### config.mk
export PLATFORM = sky130hd
export DESIGN_NAME = servo_device_flat
export DESIGN_NICKNAME = d
export VERILOG_FILES = /design/src/common/servo_pkg.sv /design/src/common/servo_link_if.sv /design/src/design/servo_device.sv /design/src/flat_wrapper.sv
export SDC_FILE = /design/constraint.sdc
export NUM_CORES = 1
export LEC_CHECK = 0
export BUFFER_PORTS_ARGS = -buffer_cell sky130_fd_sc_hd__buf_2
export CAP_MARGIN = 5
export CORE_MARGIN = 5
export CORE_UTILIZATION = 50
export CTS_CLUSTER_DIAMETER = 120
export DETAILED_ROUTE_END_ITERATION = 16
export PLACE_DENSITY = 0.69
export SETUP_SLACK_MARGIN = 0.2
export SLEW_MARGIN = 25
export SYNTH_ARGS = -nofsm -noshare
export SYNTH_HDL_FRONTEND = slang
export SYNTH_SLANG_ARGS = --single-unit
### constraint.sdc
create_clock -name clk -period 4.75 [get_ports clk]
set_input_delay 0.475 -clock clk [delete_from_list [all_inputs] [get_ports clk]]
set_output_delay 0.475 -clock clk [all_outputs]
set_load 0.02 [all_outputs]
### src/common/servo_pkg.sv
/*
  Shared constants and types for the optical disc servo sequencer: command
  codes, spindle modes, drive directions, timing figures and reset values.
  Assumes a single 40 MHz system clock shared by both ends.
*/
// How it works
// - Track zero crossings counted, lens direction sensed
// - Slice threshold steered toward equal ones/zeros
// - Focus search sweeps triangle, spindle forced kick
// - Focus closes: rising, RF present, error crosses
// - Focus search status falls when loop closes
// - Host watches filtered RF 10 ms after fall
// - Host starts protection if filtered RF low
// - Jumps auto-sequenced; sizes 1, 4, 100 tracks
// - Host loads half-count target and brake width
// - Crossing count hits target, brake pulse fires
// - Then close tracking, 50 ms brake, gain boost
// - Repeat mode chains single jumps ten times faster
// - Brake drives opposite to sensed lens direction
// - Carriage drive is low-passed tracking output, amplified
// - Carriage drive only above preset threshold
// - Seven spindle modes including kick and offset
// - Sync sampled every 16 frames; eight misses lose
// - Applicable servo: lead-in when lost, else normal
// - Brake mode flags slow-down on long run
// - Host drops brake on flag, else stop, eject
// - Stop mode drives spindle at zero volts
// - Rough servo drives high/low from run estimate
package servo_pkg;

  // ----------------------------------------------------------------------
  // Clock and timing
  // ----------------------------------------------------------------------
  localparam int CLK_HZ = 40_000_000;
  localparam int RF_WATCH_MS = 10;
  localparam int BRAKE_HOLD_MS = 50;
  localparam int RF_WATCH_CYCLES = CLK_HZ / 1000 * RF_WATCH_MS;
  localparam int BRAKE_HOLD_CYCLES = CLK_HZ / 1000 * BRAKE_HOLD_MS;
  localparam int REPEAT_SPEEDUP = 10;
  localparam int SYNC_SAMPLE_DIV = 16;
  localparam int SYNC_LOSS_COUNT = 8;

  // ----------------------------------------------------------------------
  // Jump sizes and reset values
  // ----------------------------------------------------------------------
  localparam logic [7:0] JUMP_SMALL = 8'h01;
  localparam logic [7:0] JUMP_MID = 8'h04;
  localparam logic [7:0] JUMP_LARGE = 8'h64;
  localparam logic [7:0] SLICE_RESET = 8'h80;
  localparam logic signed [7:0] SPIN_FULL_FWD = 8'sh7f;
  localparam logic signed [7:0] SPIN_FULL_REV = -8'sh7f;
  localparam logic signed [7:0] SPIN_OFFSET = 8'sh20;
  localparam logic signed [7:0] SPIN_LEADIN = 8'sh40;
  localparam logic signed [7:0] SPIN_NORMAL = 8'sh10;
  localparam logic signed [7:0] SPIN_ZERO = 8'sh00;

  typedef enum logic [2:0] {
    CMD_NOP = 3'h0,
    CMD_FOCUS_SEARCH = 3'h1,
    CMD_JUMP = 3'h2,
    CMD_REPEAT_ON = 3'h3,
    CMD_REPEAT_OFF = 3'h4,
    CMD_TRACK_OPEN = 3'h5
  } cmd_t;

  typedef enum logic [2:0] {
    SPIN_STOP = 3'h0,
    SPIN_KICK = 3'h1,
    SPIN_OFFSET_MODE = 3'h2,
    SPIN_APPLICABLE = 3'h3,
    SPIN_BRAKE = 3'h4,
    SPIN_ROUGH = 3'h5,
    SPIN_HOLD = 3'h6
  } spin_mode_t;

  typedef enum logic [1:0] {
    DRV_NONE = 2'h0,
    DRV_FWD = 2'h1,
    DRV_REV = 2'h2
  } drive_dir_t;

endpackage

### src/common/servo_link_if.sv
/*
  Command link between the control processor end and the servo device end.
  Both ends run on the same clock; commands are one-cycle pulses.
*/
`timescale 1ns/1ps
interface servo_link_if;
  import servo_pkg::*;
  logic cmd_valid;
  cmd_t cmd_op;
  logic cmd_dir_rev;
  logic [7:0] cmd_target;
  logic [7:0] brake_width;
  spin_mode_t spindle_mode;
  logic focus_search_status;
  logic slowdown_flag;
  logic sync_lost;
  logic jump_busy;

  modport device (
    input cmd_valid, cmd_op, cmd_dir_rev, cmd_target, brake_width, spindle_mode,
    output focus_search_status, slowdown_flag, sync_lost, jump_busy
  );
  modport host (
    output cmd_valid, cmd_op, cmd_dir_rev, cmd_target, brake_width, spindle_mode,
    input focus_search_status, slowdown_flag, sync_lost, jump_busy
  );
endinterface

### src/design/servo_device.sv
/*
  Servo device end: focus search and close, track jump auto-sequence with
  crossing count and brake, carriage threshold drive, slicer threshold and
  spindle modes with frame-sync loss detection.
  Assumes ADC samples and the sync match strobe are on clk; comparator pins
  and the frame clock are asynchronous.
*/
`timescale 1ns/1ps
module servo_device
  import servo_pkg::*;
#(
  parameter int HOLD_CYCLES = BRAKE_HOLD_CYCLES,
  parameter int SWEEP_LIMIT = 100,
  parameter int CARR_GAIN = 4,
  parameter int CARR_THRESH = 1024,
  parameter int LP_SHIFT = 6,
  parameter int RUN_WINDOW = 4000,
  parameter int SLOW_RUN = 40,
  parameter int NOMINAL_RUN = 12
)
(
  // Clock and reset
  input wire logic clk,
  input wire logic rst,
  // Link to host
  servo_link_if.device link,
  // Sampled analog inputs
  input wire logic signed [7:0] focus_error,
  input wire logic signed [11:0] tracking_eq_out,
  input wire logic sync_match,
  // Asynchronous pins
  input wire logic track_zero_cross_signal,
  input wire logic mirror_detect,
  input wire logic rf_present_flag,
  input wire logic efm_bit,
  input wire logic frame_clock,
  // Drives
  output logic signed [7:0] focus_drive,
  output logic focus_loop_closed,
  output drive_dir_t track_drive,
  output logic track_loop_closed,
  output logic track_gain_boost,
  output logic signed [15:0] carriage_drive,
  output logic signed [7:0] spindle_drive,
  output logic leadin_servo_sel,
  output logic [7:0] slice_reference
);

  // ----------------------------------------------------------------------
  // Pin synchronisers and edges
  // ----------------------------------------------------------------------
  logic [4:0] pin_meta, pin_sync;
  logic tec_prev, fck_prev, efm_prev;
  logic tec_rise, tec_edge, fck_rise;

  always_ff @(posedge clk)
  begin
    pin_meta <= {track_zero_cross_signal, mirror_detect, rf_present_flag, efm_bit, frame_clock};
    pin_sync <= pin_meta;
    tec_prev <= pin_sync[4];
    fck_prev <= pin_sync[0];
    efm_prev <= pin_sync[1];
  end

  assign tec_edge = pin_sync[4] ^ tec_prev;
  assign tec_rise = pin_sync[4] & ~tec_prev;
  assign fck_rise = pin_sync[0] & ~fck_prev;

  // ----------------------------------------------------------------------
  // Slicer threshold
  // ----------------------------------------------------------------------
  // Ones push the threshold up, zeros pull it down, so it settles where the
  // two are equally likely; saturating keeps a dead input from wrapping.
  always_ff @(posedge clk)
  begin
    if (rst)
      slice_reference <= SLICE_RESET;
    else if (pin_sync[1] && slice_reference != 8'hff)
      slice_reference <= slice_reference + 8'h1;
    else if (!pin_sync[1] && slice_reference != 8'h00)
      slice_reference <= slice_reference - 8'h1;
  end

  // ----------------------------------------------------------------------
  // Focus search and close
  // ----------------------------------------------------------------------
  logic sweep_up, fe_sign_prev, fe_cross;
  assign fe_cross = focus_error[7] ^ fe_sign_prev;

  always_ff @(posedge clk)
  begin
    if (rst)
    begin
      link.focus_search_status <= 1'b0;
      focus_loop_closed <= 1'b0;
      focus_drive <= 8'sh00;
      sweep_up <= 1'b1;
      fe_sign_prev <= 1'b0;
    end
    else
    begin
      fe_sign_prev <= focus_error[7];
      if (link.cmd_valid && link.cmd_op == CMD_FOCUS_SEARCH)
      begin
        link.focus_search_status <= 1'b1;
        focus_loop_closed <= 1'b0;
      end
      else if (link.focus_search_status)
      begin
        if (sweep_up && pin_sync[2] && fe_cross)
        begin
          link.focus_search_status <= 1'b0;
          focus_loop_closed <= 1'b1;
        end
        else if (sweep_up)
        begin
          focus_drive <= focus_drive + 8'sh01;
          sweep_up <= (focus_drive < 8'(SWEEP_LIMIT - 1));
        end
        else
        begin
          focus_drive <= focus_drive - 8'sh01;
          sweep_up <= (focus_drive <= 8'(1 - SWEEP_LIMIT));
        end
      end
    end
  end

  // ----------------------------------------------------------------------
  // Track jump sequence and brake
  // ----------------------------------------------------------------------
  typedef enum logic [2:0] {
    T_OPEN = 3'b000,
    T_KICK = 3'b001,
    T_BRAKE = 3'b010,
    T_HOLD = 3'b011,
    T_PLAY = 3'b100
  } tstate_t;
  tstate_t tstate;
  logic [7:0] cross_cnt, target, brake_left;
  logic [31:0] hold_cnt;
  logic jump_rev, repeating, lens_outward;

  function automatic drive_dir_t dir_of(input logic rev);
    dir_of = rev ? DRV_REV : DRV_FWD;
  endfunction

  // Mirror level at a rising crossing tells which way the lens slips.
  always_ff @(posedge clk)
  begin
    if (rst)
      lens_outward <= 1'b0;
    else if (tec_rise)
      lens_outward <= pin_sync[3];
  end

  always_ff @(posedge clk)
  begin
    if (rst)
    begin
      tstate <= T_OPEN;
      cross_cnt <= 8'h0;
      target <= 8'h0;
      brake_left <= 8'h0;
      hold_cnt <= 32'h0;
      jump_rev <= 1'b0;
      repeating <= 1'b0;
    end
    else
    begin
      if (link.cmd_valid && link.cmd_op == CMD_REPEAT_OFF)
        repeating <= 1'b0;
      if (link.cmd_valid && link.cmd_op == CMD_TRACK_OPEN)
        tstate <= T_OPEN;
      else if (link.cmd_valid && tstate != T_KICK && tstate != T_BRAKE
               && (link.cmd_op == CMD_JUMP || link.cmd_op == CMD_REPEAT_ON))
      begin
        tstate <= T_KICK;
        target <= link.cmd_target;
        jump_rev <= link.cmd_dir_rev;
        repeating <= (link.cmd_op == CMD_REPEAT_ON);
        cross_cnt <= 8'h0;
      end
      else
      begin
        unique case (tstate)
          T_OPEN, T_PLAY: ;
          T_KICK:
            if (cross_cnt == target)
            begin
              tstate <= T_BRAKE;
              // The compare cycle already drives the brake, so it counts as one
              brake_left <= (link.brake_width == 8'h0) ? 8'h0 : link.brake_width - 8'h1;
            end
            else if (tec_edge)
              cross_cnt <= cross_cnt + 8'h1;
          T_BRAKE:
            if (brake_left <= 8'h1)
            begin
              tstate <= T_HOLD;
              hold_cnt <= 32'h0;
            end
            else
              brake_left <= brake_left - 8'h1;
          T_HOLD:
            if (repeating && hold_cnt >= 32'(HOLD_CYCLES / REPEAT_SPEEDUP))
            begin
              tstate <= T_KICK;
              cross_cnt <= 8'h0;
            end
            else if (hold_cnt >= 32'(HOLD_CYCLES - 1))
              tstate <= T_PLAY;
            else
              hold_cnt <= hold_cnt + 32'h1;
          default: tstate <= T_OPEN;
        endcase
      end
    end
  end

  always_ff @(posedge clk)
  begin
    if (rst)
      track_drive <= DRV_NONE;
    else if (tstate == T_KICK && cross_cnt != target)
      track_drive <= dir_of(jump_rev);
    else if (tstate == T_KICK || tstate == T_BRAKE)
      track_drive <= dir_of(!jump_rev);
    else if (tstate == T_HOLD)
      track_drive <= dir_of(!lens_outward);
    else
      track_drive <= DRV_NONE;
  end

  assign track_loop_closed = (tstate == T_HOLD) || (tstate == T_PLAY);
  assign track_gain_boost = (tstate == T_HOLD);
  assign link.jump_busy = (tstate == T_KICK) || (tstate == T_BRAKE) || repeating;

  // ----------------------------------------------------------------------
  // Carriage drive
  // ----------------------------------------------------------------------
  logic signed [19:0] carr_lp;
  logic signed [23:0] carr_scaled;
  assign carr_scaled = 24'(carr_lp >>> LP_SHIFT) * 24'(CARR_GAIN);

  always_ff @(posedge clk)
  begin
    if (rst)
    begin
      carr_lp <= 20'sh0;
      carriage_drive <= 16'sh0;
    end
    else
    begin
      carr_lp <= carr_lp + 20'(tracking_eq_out) - 20'(carr_lp >>> LP_SHIFT);
      if (carr_scaled > 24'(CARR_THRESH) || carr_scaled < 24'(-CARR_THRESH))
        carriage_drive <= 16'(carr_scaled);
      else
        carriage_drive <= 16'sh0;
    end
  end

  // ----------------------------------------------------------------------
  // Run length and frame sync
  // ----------------------------------------------------------------------
  logic [7:0] run_len, run_max, run_est;
  logic [15:0] win_cnt;
  logic [3:0] frame_div;
  logic [3:0] miss_cnt;

  always_ff @(posedge clk)
  begin
    if (rst)
    begin
      run_len <= 8'h0;
      run_max <= 8'h0;
      run_est <= 8'h0;
      win_cnt <= 16'h0;
    end
    else
    begin
      run_len <= (pin_sync[1] != efm_prev) ? 8'h1 : run_len + {7'h0, run_len != 8'hff};
      if (win_cnt >= 16'(RUN_WINDOW - 1))
      begin
        win_cnt <= 16'h0;
        run_est <= run_max;
        run_max <= 8'h0;
      end
      else
      begin
        win_cnt <= win_cnt + 16'h1;
        if (run_len > run_max)
          run_max <= run_len;
      end
    end
  end

  always_ff @(posedge clk)
  begin
    if (rst)
      link.slowdown_flag <= 1'b0;
    else if (link.spindle_mode == SPIN_BRAKE && run_est > 8'(SLOW_RUN))
      link.slowdown_flag <= 1'b1;
    else if (link.spindle_mode != SPIN_BRAKE)
      link.slowdown_flag <= 1'b0;
  end

  always_ff @(posedge clk)
  begin
    if (rst)
    begin
      frame_div <= 4'h0;
      miss_cnt <= 4'h0;
    end
    else if (fck_rise)
    begin
      frame_div <= frame_div + 4'h1;
      if (frame_div == 4'(SYNC_SAMPLE_DIV - 1))
      begin
        if (sync_match)
          miss_cnt <= 4'h0;
        else if (miss_cnt != 4'(SYNC_LOSS_COUNT))
          miss_cnt <= miss_cnt + 4'h1;
      end
    end
  end

  assign link.sync_lost = (miss_cnt == 4'(SYNC_LOSS_COUNT));

  // ----------------------------------------------------------------------
  // Spindle drive
  // ----------------------------------------------------------------------
  // Focus search overrides the commanded mode so the disc keeps spinning up.
  always_ff @(posedge clk)
  begin
    if (rst)
    begin
      spindle_drive <= SPIN_ZERO;
      leadin_servo_sel <= 1'b0;
    end
    else if (link.focus_search_status)
    begin
      spindle_drive <= SPIN_FULL_FWD;
      leadin_servo_sel <= 1'b0;
    end
    else
    begin
      leadin_servo_sel <= (link.spindle_mode == SPIN_APPLICABLE) && link.sync_lost;
      unique case (link.spindle_mode)
        SPIN_KICK: spindle_drive <= SPIN_FULL_FWD;
        SPIN_OFFSET_MODE: spindle_drive <= SPIN_OFFSET;
        SPIN_APPLICABLE: spindle_drive <= link.sync_lost ? SPIN_LEADIN : SPIN_NORMAL;
        SPIN_BRAKE: spindle_drive <= SPIN_FULL_REV;
        SPIN_STOP: spindle_drive <= SPIN_ZERO;
        SPIN_ROUGH: spindle_drive <= (run_est > 8'(NOMINAL_RUN)) ? SPIN_FULL_FWD
                                                                  : SPIN_FULL_REV;
        SPIN_HOLD: spindle_drive <= spindle_drive;
        default: spindle_drive <= SPIN_ZERO;
      endcase
    end
  end

endmodule

### src/flat_wrapper.sv
// flat-port wrapper written by rule: the top's interface ports become plain ports
module servo_device_flat import servo_pkg::*;
#(
  parameter int HOLD_CYCLES = BRAKE_HOLD_CYCLES,
  parameter int SWEEP_LIMIT = 100,
  parameter int CARR_GAIN = 4,
  parameter int CARR_THRESH = 1024,
  parameter int LP_SHIFT = 6,
  parameter int RUN_WINDOW = 4000,
  parameter int SLOW_RUN = 40,
  parameter int NOMINAL_RUN = 12
)
  (clk, rst, focus_error, tracking_eq_out, sync_match, track_zero_cross_signal, mirror_detect, rf_present_flag, efm_bit, frame_clock, focus_drive, focus_loop_closed, track_drive, track_loop_closed, track_gain_boost, carriage_drive, spindle_drive, leadin_servo_sel, slice_reference, link_cmd_valid, link_cmd_op, link_cmd_dir_rev, link_cmd_target, link_brake_width, link_spindle_mode, link_focus_search_status, link_slowdown_flag, link_sync_lost, link_jump_busy);
  servo_link_if link_i ();
  input wire logic clk;
  input wire logic rst;
  input wire logic signed [7:0] focus_error;
  input wire logic signed [11:0] tracking_eq_out;
  input wire logic sync_match;
  input wire logic track_zero_cross_signal;
  input wire logic mirror_detect;
  input wire logic rf_present_flag;
  input wire logic efm_bit;
  input wire logic frame_clock;
  output logic signed [7:0] focus_drive;
  output logic focus_loop_closed;
  output drive_dir_t track_drive;
  output logic track_loop_closed;
  output logic track_gain_boost;
  output logic signed [15:0] carriage_drive;
  output logic signed [7:0] spindle_drive;
  output logic leadin_servo_sel;
  output logic [7:0] slice_reference;
  input wire logic [$bits(link_i.cmd_valid)-1:0] link_cmd_valid;
  input wire logic [$bits(link_i.cmd_op)-1:0] link_cmd_op;
  input wire logic [$bits(link_i.cmd_dir_rev)-1:0] link_cmd_dir_rev;
  input wire logic [$bits(link_i.cmd_target)-1:0] link_cmd_target;
  input wire logic [$bits(link_i.brake_width)-1:0] link_brake_width;
  input wire logic [$bits(link_i.spindle_mode)-1:0] link_spindle_mode;
  output wire logic [$bits(link_i.focus_search_status)-1:0] link_focus_search_status;
  output wire logic [$bits(link_i.slowdown_flag)-1:0] link_slowdown_flag;
  output wire logic [$bits(link_i.sync_lost)-1:0] link_sync_lost;
  output wire logic [$bits(link_i.jump_busy)-1:0] link_jump_busy;
  assign link_i.cmd_valid = link_cmd_valid;
  assign link_i.cmd_op = link_cmd_op;
  assign link_i.cmd_dir_rev = link_cmd_dir_rev;
  assign link_i.cmd_target = link_cmd_target;
  assign link_i.brake_width = link_brake_width;
  assign link_i.spindle_mode = link_spindle_mode;
  assign link_focus_search_status = link_i.focus_search_status;
  assign link_slowdown_flag = link_i.slowdown_flag;
  assign link_sync_lost = link_i.sync_lost;
  assign link_jump_busy = link_i.jump_busy;
  servo_device #(.HOLD_CYCLES(HOLD_CYCLES), .SWEEP_LIMIT(SWEEP_LIMIT), .CARR_GAIN(CARR_GAIN), .CARR_THRESH(CARR_THRESH), .LP_SHIFT(LP_SHIFT), .RUN_WINDOW(RUN_WINDOW), .SLOW_RUN(SLOW_RUN), .NOMINAL_RUN(NOMINAL_RUN)) u_core (.clk(clk), .rst(rst), .link(link_i), .focus_error(focus_error), .tracking_eq_out(tracking_eq_out), .sync_match(sync_match), .track_zero_cross_signal(track_zero_cross_signal), .mirror_detect(mirror_detect), .rf_present_flag(rf_present_flag), .efm_bit(efm_bit), .frame_clock(frame_clock), .focus_drive(focus_drive), .focus_loop_closed(focus_loop_closed), .track_drive(track_drive), .track_loop_closed(track_loop_closed), .track_gain_boost(track_gain_boost), .carriage_drive(carriage_drive), .spindle_drive(spindle_drive), .leadin_servo_sel(leadin_servo_sel), .slice_reference(slice_reference));
endmodule
==> results by group, run 1 <==
Power
  • Tot Pwr: 0.00552 W
  • Pwr Density: 496 nW/um^2
  • Worst vdd ir: 0.000274 V
  • Leakage: 4.76 nW

GRT
  • Vias in the first global route: 7632
  • GRT Residual Overflow: 0
  • Initial antenna violation count: 0
  • Largest net degree at the start of global routing: 82
  • First-pass GRT wire length: 35400 um
  • Gr usage total: 19.2%

Finish
  • Area Overhead vs Synth: 13.9%
  • Layout cells sized above 1: 13.0%
  • Final net count: 1360
  • # diodes: 0

Clock network
  • Clock transition at path regs: 0.07 ns
  • # hold bufs at CTS: 0
  • H-tree levels: 4
  • Post-cts sizing count: 0
  • CTS Buffer Depth: 2
  • Num CTS Buffers: 17
  • CTS root buffer: clkbuf_16
  • Clk sinks: 187
  • Post-CTS setup buffers: 0
  • TritonCTS clock tree: done
  • Clk_lat worst skew: 0.44 ns

Run
  • Max Cap Viol: 0

Worst hold path
  • Worst hold path class: input port to register

Place
  • Final RePlAce weighted congestion: 0.837
  • PortBufs: 92
  • HPWL Detailed: 15200 um

Floorplanning
  • Core area: 19300 um^2
  • Die width: 150 um
  • Die area: 22500 um^2
  • Die Y: 150 um
  • # IOs: 102
  • Row cnt: 51
  • Initial Utilization: 50.6%

Timing
  • Setup Viol. Count Final: 0
  • Final worst-path cycle share: 70.1%
  • Worst rel slew slack: 39.4%
  • Skew final: 0.00988 ns
  • Max Fclk: 300 MHz
  • Pins Over Slew Limit: 0
  • Final setup TNS: 0 ns
  • RSZ-0062 raised after global routing: false
  • Worst-Margin Slew: 0.909 ns
  • Hold Violations, Final: 0
  • Post-layout min period: 3.33 ns

Drt
  • Residual DRC: 0
  • Routed Antenna Nets: 0
  • WL/cell: 13.7 um
  • Starting DRT DRC Count: 429
  • Via density per instance: 5.31
  • 1st-pass router iterations: 5
  • Vias: 8018
  • Routed wire length: 20700 um

Yosys
  • Most numerous cell in the Yosys netlist: dfxtp_1
  • Mapped Cells: 1144
  • Main synth FF type: dfxtp_1
  • Post-synthesis sequential area ratio: 38.3%
  • Syn. warnings: 0
  • Yosys top cell by area: dfxtp_1
  • EDFF count, synth: 0
  • Async SR Flop Fraction: 0%
  • Flops & latches, synth: 187
  • Top cells by area, synth: dfxtp_1 38%, ha_1 6.9%, inv_1 4.6%, fa_1 4.3%, nor2_1 4.3%
  • Top cells by count, synth: 187 x dfxtp_1, 119 x inv_1, 112 x nor2_1
  • Avg Synthesized Cell Area: 8.55 um^2
  • Synth cell types: 73
  • Synth top area share: 38.3%
  • Post-Syn Area: 9780 um^2

Critical path
  • Setup crit end kind: register
  • Slowest CP cell: or4b_2
  • WP data required: 5.07 ns
  • CP max FO: 10
  • Critical path's largest stage delay: 0.63 ns
  • Crit path cell chain: nand4_1 -> o21ai_0 -> buf_4 -> ha_1 -> a21o_1 -> a21oi_1 -> o21bai_1 -> a2111oi_0 -> nor2_1 -> or4b_2 -> o311a_1
  • Arrival time worst endpoint: 3.65 ns
  • CP Class: register to register
  • Crit start category: register
  • Worst path top cell family by delay: compound AO/OA/AOI/OAI gates
  • Worst path buffer plus inverter count: 1

Outcome
  • Status: finished, final reports clean
placed cells by master, fill, tap and decap left out, drive strengths merged, types with 8 or more instances in the layout:
master | synthesis | routed
clkbuf | 24 | 20
ha | 54 | 54
xnor2 | 38 | 38
nor2b | 11 | 11
a21oi | 81 | 81
inv | 119 | 120
dfxtp | 187 | 187
nand4 | 20 | 20
nand2b | 10 | 10
nor3 | 31 | 31
and2 | 24 | 24
mux2i | 11 | 11
nor2 | 112 | 112
o21ai | 50 | 50
fa | 21 | 21
nand3 | 47 | 47
a21o | 11 | 11
o31ai | 8 | 8
nand2 | 78 | 78
nor4 | 18 | 18
o211ai | 11 | 11
and3 | 14 | 14
xor2 | 33 | 33
buf | 10 | 99
or2 | 10 | 10
per-stage QoR:
stage	instance area [um^2]	setup WS, ns	util, %	std cells	hold WS (ns)
after floorplan	9800	1.17	-	1149	0.310
after global placement	10500	1.46	54.3	1479	0.311
after detailed placement	10500	1.42	54.3	1479	0.312
after CTS	11100	1.43	57.6	1511	0.116
after global routing	11100	1.10	57.6	1511	0.132
final	11100	1.42	57.6	1511	0.133
state kept, by name (all words and copies together), names as in the netlist, 2 cells and up:
signal,count
u_core.cross_cnt,8
u_core.run_len,8
u_core.brake_left,8
u_core.tstate,3
u_core.carriage_drive,14
u_core.frame_div,4
u_core.pin_sync,5
u_core.target,8
u_core.run_max,8
u_core.run_est,8
u_core.track_drive,2
u_core.slice_reference,8
u_core.carr_lp,20
u_core.spindle_drive,6
u_core.pin_meta,5
u_core.focus_drive,8
u_core.win_cnt,16
u_core.hold_cnt,32
u_core.miss_cnt,4
power breakdown:
part | total (W) | internal, W | switching (W)
logic | 0.00217 | 0.000935 | 0.00123
registers | 0.00185 | 0.00173 | 0.000126
clock network | 0.00150 | 0.000875 | 0.000621
total | 0.00552 | 0.00354 | 0.00198
kinds of logic after synthesis:
| group | Yosys count | share of synthesized area [%] |
|---|---|---|
| xor+xnor | 71 | 6.36 |
| simple gates | 409 | 21.4 |
| fa+ha+maj | 75 | 11.2 |
| flops | 187 | 38.3 |
| other cells | 1 | 0.0383 |
| mux | 12 | 1.24 |
| compound gates | 236 | 15.5 |
| buf+inv | 153 | 6.06 |
area by class of cell:
| class | instances | area (um^2) |
|---|---|---|
| clock buffers | 20 | 467 |
| clock inverters | 12 | 163 |
| fillers | 1784 | 8200 |
| inverters | 119 | 447 |
| multi-input cells | 809 | 5470 |
| flip-flops and latches | 187 | 3740 |
| well taps | 265 | 332 |
| repair buffers | 99 | 515 |
final timing paths:
path,depth (start not counted),slack [ns],to,start
max,11,1.42,u_core.slice_reference[7],u_core.slice_reference[1]
min reg2reg,0,0.33,u_core.pin_sync[3],u_core.pin_meta[3]
max reg2reg,11,1.42,u_core.slice_reference[7],u_core.slice_reference[1]
min,1,0.13,u_core.pin_meta[1],efm_bit
layer usage:
layer	routed length, um	share of wire [%]	track usage (%)	up-vias
met2	9490	46	31.2	149
met1	10100	49	26.0	3707
li1	-	-	-	4142
met4	247	1.2	6.54	0
met3	890	4.3	3.00	20
met5	0	0	0	-
Note: power is estimated with default switching activity, not from simulation.
==> run 2: changes to the inputs <==
--- a/config.mk
+++ b/config.mk
@@ -11,7 +11,7 @@
 export CORE_UTILIZATION = 50
 export CTS_CLUSTER_DIAMETER = 120
 export DETAILED_ROUTE_END_ITERATION = 16
-export PLACE_DENSITY = 0.69
+export PLACE_DENSITY = 0.72
 export SETUP_SLACK_MARGIN = 0.2
 export SLEW_MARGIN = 25
 export SYNTH_ARGS = -nofsm -noshare
==> constraint.sdc (replaced) <==
create_clock -name clk -period 2.9 [get_ports clk]
set_input_delay 0.29 -clock clk [delete_from_list [all_inputs] [get_ports clk]]
set_output_delay 0.29 -clock clk [all_outputs]
set_load 0.02 [all_outputs]
==> run 2 against run 1 <==
  * Final cell count grew 2.3%
  * Global-route usage up 0.13 points
  * Sequential share of layout area decreased by 1.2 points
  * Clock power grew 50%
  * Worst hold slack worse by 0.031 ns
  * Core utilization increased by 2.7 points
  * Largest cell class unchanged
  * Via count is 4.7% higher
==> results by group, run 2 (synthesized netlist as in run 1, its figures left out) <==
GRT
  • First-pass GRT wire length: 36000 um (was 35400 um)
  • M2 GR Usage: 33.6% (was 31.2%)
  • Global route hottest layer: met2 (unchanged)
  • Largest net degree at the start of global routing: 96 (was 82)
  • Initial antenna violation count: 0 (unchanged)
  • GRT Residual Overflow: 0 (unchanged)
  • Gr usage total: 19.3% (was 19.2%)
  • Vias in the first global route: 7892 (was 7632)
  • GR Layer Usage met3: 3.15% (was 3.00%)
  • GR Layer Usage met1: 24.6% (was 26.0%)

Floorplanning
  • Die area: 22500 um^2 (unchanged)
  • Core area: 19300 um^2 (unchanged)
  • Die width: 150 um (unchanged)
  • # IOs: 102 (unchanged)
  • Row cnt: 51 (unchanged)
  • Initial Utilization: 50.6% (unchanged)
  • Die Y: 150 um (unchanged)

Timing
  • Final setup TNS: 0 ns (unchanged)
  • Worst rel slew slack: 50.1% (was 39.4%)
  • Skew final: 0.0130 ns (was 0.00988 ns)
  • Hold Violations, Final: 0 (unchanged)
  • Max Fclk: 375 MHz (was 300 MHz)
  • RSZ-0062 raised after global routing: true (was false)
  • Post-layout min period: 2.67 ns (was 3.33 ns)
  • Setup Viol. Count Final: 0 (unchanged)
  • Pins Over Slew Limit: 0 (unchanged)
  • Final worst-path cycle share: 91.9% (was 70.1%)
  • Final worst slack: 0.234 ns (was 1.42 ns)
  • Worst-Margin Slew: 0.746 ns (was 0.909 ns)
  • Hold slack: 0.102 ns (was 0.133 ns)

Critical path
  • Setup crit end kind: register (unchanged)
  • Crit start category: register (unchanged)
  • CP Class: register to register (unchanged)
  • Arrival time worst endpoint: 2.98 ns (was 3.65 ns)
  • Worst r2r src: u_core.slice_reference[1] (unchanged)
  • WP data required: 3.22 ns (was 5.07 ns)
  • CP max FO: 5 (was 10)
  • Worst setup startpoint: u_core.slice_reference[1] (unchanged)

Finish
  • Biggest register: u_core.hold_cnt (unchanged)
  • Fillers: 1719 (was 1784)
  • Commonest cells after routing, fill and taps aside: 173 x dfxtp_1, 115 x inv_1, 107 x nor2_1 (was 187 x dfxtp_1, 119 x inv_1, 112 x nor2_1)
  • Commonest non-fill, non-tap cell in the layout: dfxtp_1 (unchanged)
  • Largest register FFs: 32 (unchanged)
  • Top flop regs: u_core.hold_cnt x32, u_core.carr_lp x20, u_core.win_cnt x16 (unchanged)
  • Area Overhead vs Synth: 19.3% (was 13.9%)
  • Layout cells sized above 1: 18.8% (was 13.0%)
  • Final net count: 1393 (was 1360)

Drt
  • Via density per instance: 5.43 (was 5.31)
  • Residual DRC: 0 (unchanged)
  • Starting DRT DRC Count: 510 (was 429)
  • Routed Antenna Nets: 0 (unchanged)
  • WL/cell: 14.4 um (was 13.7 um)
  • 1st-pass router iterations: 5 (unchanged)
  • Routed wire length: 22200 um (was 20700 um)
  • Vias: 8395 (was 8018)

Clock network
  • CTS root buffer: clkbuf_16 (unchanged)
  • Clk_lat worst skew: 0.44 ns (about the same)
  • CTS Buffer Depth: 2 (unchanged)
  • Clock transition at path regs: 0.08 ns (was 0.07 ns)
  • TritonCTS clock tree: done (unchanged)
  • Num CTS Buffers: 17 (unchanged)
  • H-tree levels: 4 (unchanged)
  • Clk sinks: 187 (unchanged)

Outcome
  • Status: finished, final reports clean (unchanged)

Power
  • Worst vdd ir: 0.000452 V (was 0.000274 V)
  • Leakage: 4.95 nW (was 4.76 nW)
  • Pwr Density: 870 nW/um^2 (was 496 nW/um^2)
  • Tot Pwr: 0.0102 W (was 0.00552 W)

Worst hold path
  • Worst hold path class: input port to register (unchanged)
  • Hold Crit Start: focus_error[7] (was efm_bit)

Run
  • Max Cap Viol: 0 (unchanged)

Place
  • Dpl ws: -0.0732 ns (was 1.42 ns)
  • HPWL Detailed: 15900 um (was 15200 um)
  • PortBufs: 92 (unchanged)
  • Final RePlAce weighted congestion: 0.841 (was 0.837)
-- run 2: cell types whose count changed in the layout (fill, tap and decap cells not counted), moves of 6 or more --
cell	delta
ha_1	-9
dfxtp_2	+8
ha_4	+9
buf_4	+26
dfxtp_4	+6
dfxtp_1	-14
-- run 2: path summary, 6_finish.rpt --
path                                    end  slack (ns)  depth (start not counted)
setup / recovery  u_core.slice_reference[7]        0.23                         10
hold / removal          u_core.fe_sign_prev        0.10                          2
setup reg to reg  u_core.slice_reference[7]        0.23                         10
hold reg to reg          u_core.pin_sync[4]        0.33                          0
-- run 2: worst max-delay path: stages, from the launching register on --
cell	delay [ns]
dfxtp_4	0.38
nand4_1	0.15
o21ai_4	0.23
ha_1	0.25
a21o_1	0.17
a21oi_2	0.19
o21bai_2	0.10
a2111oi_4	0.38
nor2_2	0.08
or4b_4	0.48
o311a_1	0.11
-- run 2: layout make-up --
class                   instances  area (um^2)  area share [%]
multi-input cells             809         5750            49.3
repair buffers                132          792            6.79
clock buffers                  19          464            3.98
inverters                     119          447            3.83
flip-flops and latches        187         3780            32.4
well taps                     265          332            2.84
diodes                          1         2.50          0.0214
clock inverters                13          105           0.901
-- run 2: metal layers --
layer	vias to the layer above	routed length, um
met4	0	305
met2	175	11100
li1	4206	-
met1	3988	9850
met3	26	951
met5	-	0
-- run 2: what timing repair did --
action	in CTS	in global routing
pin swaps	6	26
endpoints found under the hold margin	5	0
resized for setup	9	48
setup buffers	2	9
hold buffers	5	0
setup endpoints to repair	10	27
-- run 2: where the power goes --
group | switching (W) | internal [W] | total, W | leakage (nW)
registers | 0.000218 | 0.00285 | 0.00307 | 1.53
clock network | 0.00105 | 0.00119 | 0.00225 | 0.285
logic | 0.00258 | 0.00226 | 0.00484 | 3.13
-- run 2: metrics by stage --
stage	util [%]	std cells	area, um^2
after floorplan	-	1149	9840
after global placement	55.3	1496	10700
after detailed placement	55.3	1496	10700
after CTS	58.7	1535	11300
after global routing	60.3	1544	11700
final	60.4	1545	11700
==> run 3: changes to the inputs <==
==> constraint.sdc (replaced) <==
create_clock -name clk -period 2.9 [get_ports clk]
set_input_delay 0.29 -clock clk [delete_from_list [all_inputs] [get_ports clk]]
set_output_delay 0.29 -clock clk [all_outputs]
set_load 0.1 [all_outputs]
==> run 3 against run 2 <==
  * Fmax is 0.15% lower
  * Critical path type unchanged
  * Design area is 1.4% higher
  * Via count is 0.23% higher
  * Combinational power is 8.9% higher
  * Critical path depth is 1 higher
==> results by group, run 3 (synthesized netlist as in run 1, its figures left out) <==
Drt
  • 1st-pass router iterations: 5 (unchanged)
  • WL/cell: 14.5 um (was 14.4 um)
  • Via density per instance: 5.39 (was 5.43)
  • Residual DRC: 0 (unchanged)
  • Met2 WL post-DR: 10900 um (was 11100 um)
  • Top Metal Used: met5 (was met4)
  • Routed Antenna Nets: 0 (unchanged)
  • Vias: 8414 (was 8395)
  • Starting DRT DRC Count: 469 (was 510)
  • M1 wire length: 10500 um (was 9850 um)
  • Met3 wire len: 828 um (was 951 um)
  • Routed wire length: 22600 um (was 22200 um)

Finish
  • Area Overhead vs Synth: 20.9% (was 19.3%)
  • Commonest cells after routing, fill and taps aside: 173 x dfxtp_1, 116 x inv_1, 109 x nor2_1 (was 173 x dfxtp_1, 115 x inv_1, 107 x nor2_1)
  • Commonest non-fill, non-tap cell in the layout: dfxtp_1 (unchanged)
  • Biggest register: u_core.hold_cnt (unchanged)
  • Largest register FFs: 32 (unchanged)
  • Top flop regs: u_core.hold_cnt x32, u_core.carr_lp x20, u_core.win_cnt x16 (unchanged)
  • Final net count: 1410 (was 1393)
  • Fin area: 11800 um^2 (was 11700 um^2)
  • Layout cells sized above 1: 20.1% (was 18.8%)

Timing
  • RSZ-0062 raised after global routing: true (unchanged)
  • Pins Over Slew Limit: 0 (unchanged)
  • Skew final: 0.00765 ns (was 0.0130 ns)
  • Hold Violations, Final: 0 (unchanged)
  • Worst rel slew slack: 48.4% (was 50.1%)
  • Max Fclk: 375 MHz (about the same)
  • Post-layout min period: 2.67 ns (about the same)
  • Final worst-path cycle share: 92.1% (was 91.9%)
  • Worst-Margin Slew: 0.771 ns (was 0.746 ns)
  • Setup Viol. Count Final: 0 (unchanged)
  • Final setup TNS: 0 ns (unchanged)

Floorplanning
  • Die Y: 150 um (unchanged)
  • Initial Utilization: 50.6% (unchanged)
  • Core area: 19300 um^2 (unchanged)
  • Row cnt: 51 (unchanged)
  • Die width: 150 um (unchanged)
  • Die area: 22500 um^2 (unchanged)
  • # IOs: 102 (unchanged)

GRT
  • First-pass GRT wire length: 37700 um (was 36000 um)
  • Initial antenna violation count: 3 (was 0)
  • Gr usage total: 20.2% (was 19.3%)
  • GRT Residual Overflow: 0 (unchanged)
  • Vias in the first global route: 8111 (was 7892)
  • Largest net degree at the start of global routing: 55 (was 96)

Power
  • Sequential share of power: 29.0% (was 30.2%)
  • Sw Share: 40.7% (was 38.0%)
  • Combinational share of power: 49.9% (was 47.6%)
  • Pwr Density: 894 nW/um^2 (was 870 nW/um^2)
  • Sw power: 0.00430 W (was 0.00386 W)
  • Leakage: 5.01 nW (was 4.95 nW)
  • Int Power: 0.00628 W (was 0.00630 W)
  • Clock power frac: 21.2% (was 22.1%)
  • Worst vdd ir: 0.000600 V (was 0.000452 V)

Place
  • HPWL Detailed: 16200 um (was 15900 um)
  • PortBufs: 92 (unchanged)
  • Post-DP Area: 10700 um^2 (about the same)
  • Final RePlAce weighted congestion: 0.859 (was 0.841)

Worst hold path
  • Worst hold path class: input port to register (unchanged)
  • Hold Crit Start: link_cmd_target[4] (was focus_error[7])

Critical path
  • Setup crit end kind: register (unchanged)
  • CP Class: register to register (unchanged)
  • WP data required: 3.22 ns (about the same)
  • Slowest CP cell: or4b_4 (unchanged)
  • Arrival time worst endpoint: 2.98 ns (about the same)
  • CP max FO: 7 (was 5)
  • CP dominant cell by count: buf_4
  • Worst path buffer plus inverter count: 3 (was 0)
  • Worst setup startpoint: u_core.slice_reference[0] (was u_core.slice_reference[1])
  • Worst path top cell family by delay: compound AO/OA/AOI/OAI gates (unchanged)
  • R2R Setup Slk: 0.23 ns (about the same)
  • Critical path's largest stage delay: 0.49 ns (was 0.48 ns)
  • Crit start category: register (unchanged)
  • Crit path cell chain: nand4_1 -> o21ai_4 -> buf_4 -> buf_4 -> ha_4 -> inv_1 -> o21bai_2 -> a2111oi_4 -> nor2_2 -> or4b_4 -> o311a_1 (was nand4_1 -> o21ai_4 -> ha_1 -> a21o_1 -> a21oi_2 -> o21bai_2 -> a2111oi_4 -> nor2_2 -> or4b_4 -> o311a_1)
  • Worst r2r src: u_core.slice_reference[0] (was u_core.slice_reference[1])

Outcome
  • Status: finished, final reports clean (unchanged)

Clock network
  • Clk_lat worst skew: 0.43 ns (was 0.44 ns)
  • Num CTS Buffers: 17 (unchanged)
  • H-tree levels: 4 (unchanged)
  • Clock transition at path regs: 0.07 ns (was 0.08 ns)
  • CTS Buffer Depth: 2 (unchanged)
  • Clk sinks: 187 (unchanged)
  • TritonCTS clock tree: done (unchanged)
  • CTS root buffer: clkbuf_16 (unchanged)

Run
  • Max Cap Viol: 0 (unchanged)
-- run 3: changes by cell type in the layout (fill, tap and decap cells not counted), sizes merged --
cell / before / now
clkinv: 6 / 4
inv: 125 / 122
clkinvlp: 1 / 7
clkbuf: 19 / 17
bufinv: 0 / 1
buf: 127 / 144
-- run 3: routing by layer --
metal / up-vias / global-route usage (%)
met5: - / 0
met4: 4 / 6.04
met3: 22 / 3.57
met2: 159 / 34.1
met1: 3999 / 26.3
li1: 4230 / -
-- run 3: final cells by class --
cell class / instances / area [um^2]
Fill cell: 1712 / 7510
Multi-Input combinational cell: 809 / 5770
Sequential cell: 187 / 3790
Timing Repair Buffer: 149 / 918
Inverter: 119 / 453
Clock buffer: 17 / 425
Tap cell: 265 / 332
Clock inverter: 15 / 144
Antenna cell: 1 / 2.50
-- run 3: power groups by stage --
stage	Sequential (W)	Combinational, W	Clock, W
4_1_cts	0.00306	0.00460	0.00229
2_1_floorplan	0.00368	0.00279	0
3_3_place_gp	0.00311	0.00425	0
3_5_place_dp	0.00312	0.00432	0
5_1_grt	0.00309	0.00582	0.00240
6_report	0.00307	0.00527	0.00224
-- run 3: per-stage QoR --
step / setup slack, ns / cells / total power [W] / hold WS (ns) / utilization [%]
5_1_grt: 0.113 / 1562 / 0.0113 / 0.0929 / 61.2
4_1_cts: 0.0861 / 1551 / 0.00995 / 0.0780 / 59.6
3_3_place_gp: 0.0465 / 1498 / 0.00736 / 0.310 / 55.4
3_5_place_dp: -0.0300 / 1498 / 0.00743 / 0.313 / 55.4
2_1_floorplan: -0.122 / 1149 / 0.00647 / 0.310 / -
6_report: 0.231 / 1562 / 0.0106 / 0.0933 / 61.2
-- run 3: final timing paths --
| kind | to | cells past startpoint |
|---|---|---|
| setup / recovery | u_core.slice_reference[7] | 11 |
| hold / removal | u_core.target[4] | 3 |
| setup reg to reg | u_core.slice_reference[7] | 11 |
| hold reg to reg | u_core.pin_sync[0] | 0 |
-- run 3: worst min-delay path: cells and delay by family --
family / cells / cell delay (ns)
compound gates: 1 / 0.05
buf+inv: 1 / 0.10
simple gates: 1 / 0.04
-- run 3: what timing repair did --
item	in CTS	in global routing
hold buffers	5	0
endpoints found under the setup margin	7	20
gates cloned	0	0
pin swaps	11	21
resized for setup	12	49
hold endpoints to repair	5	0
buffers inserted	16	10
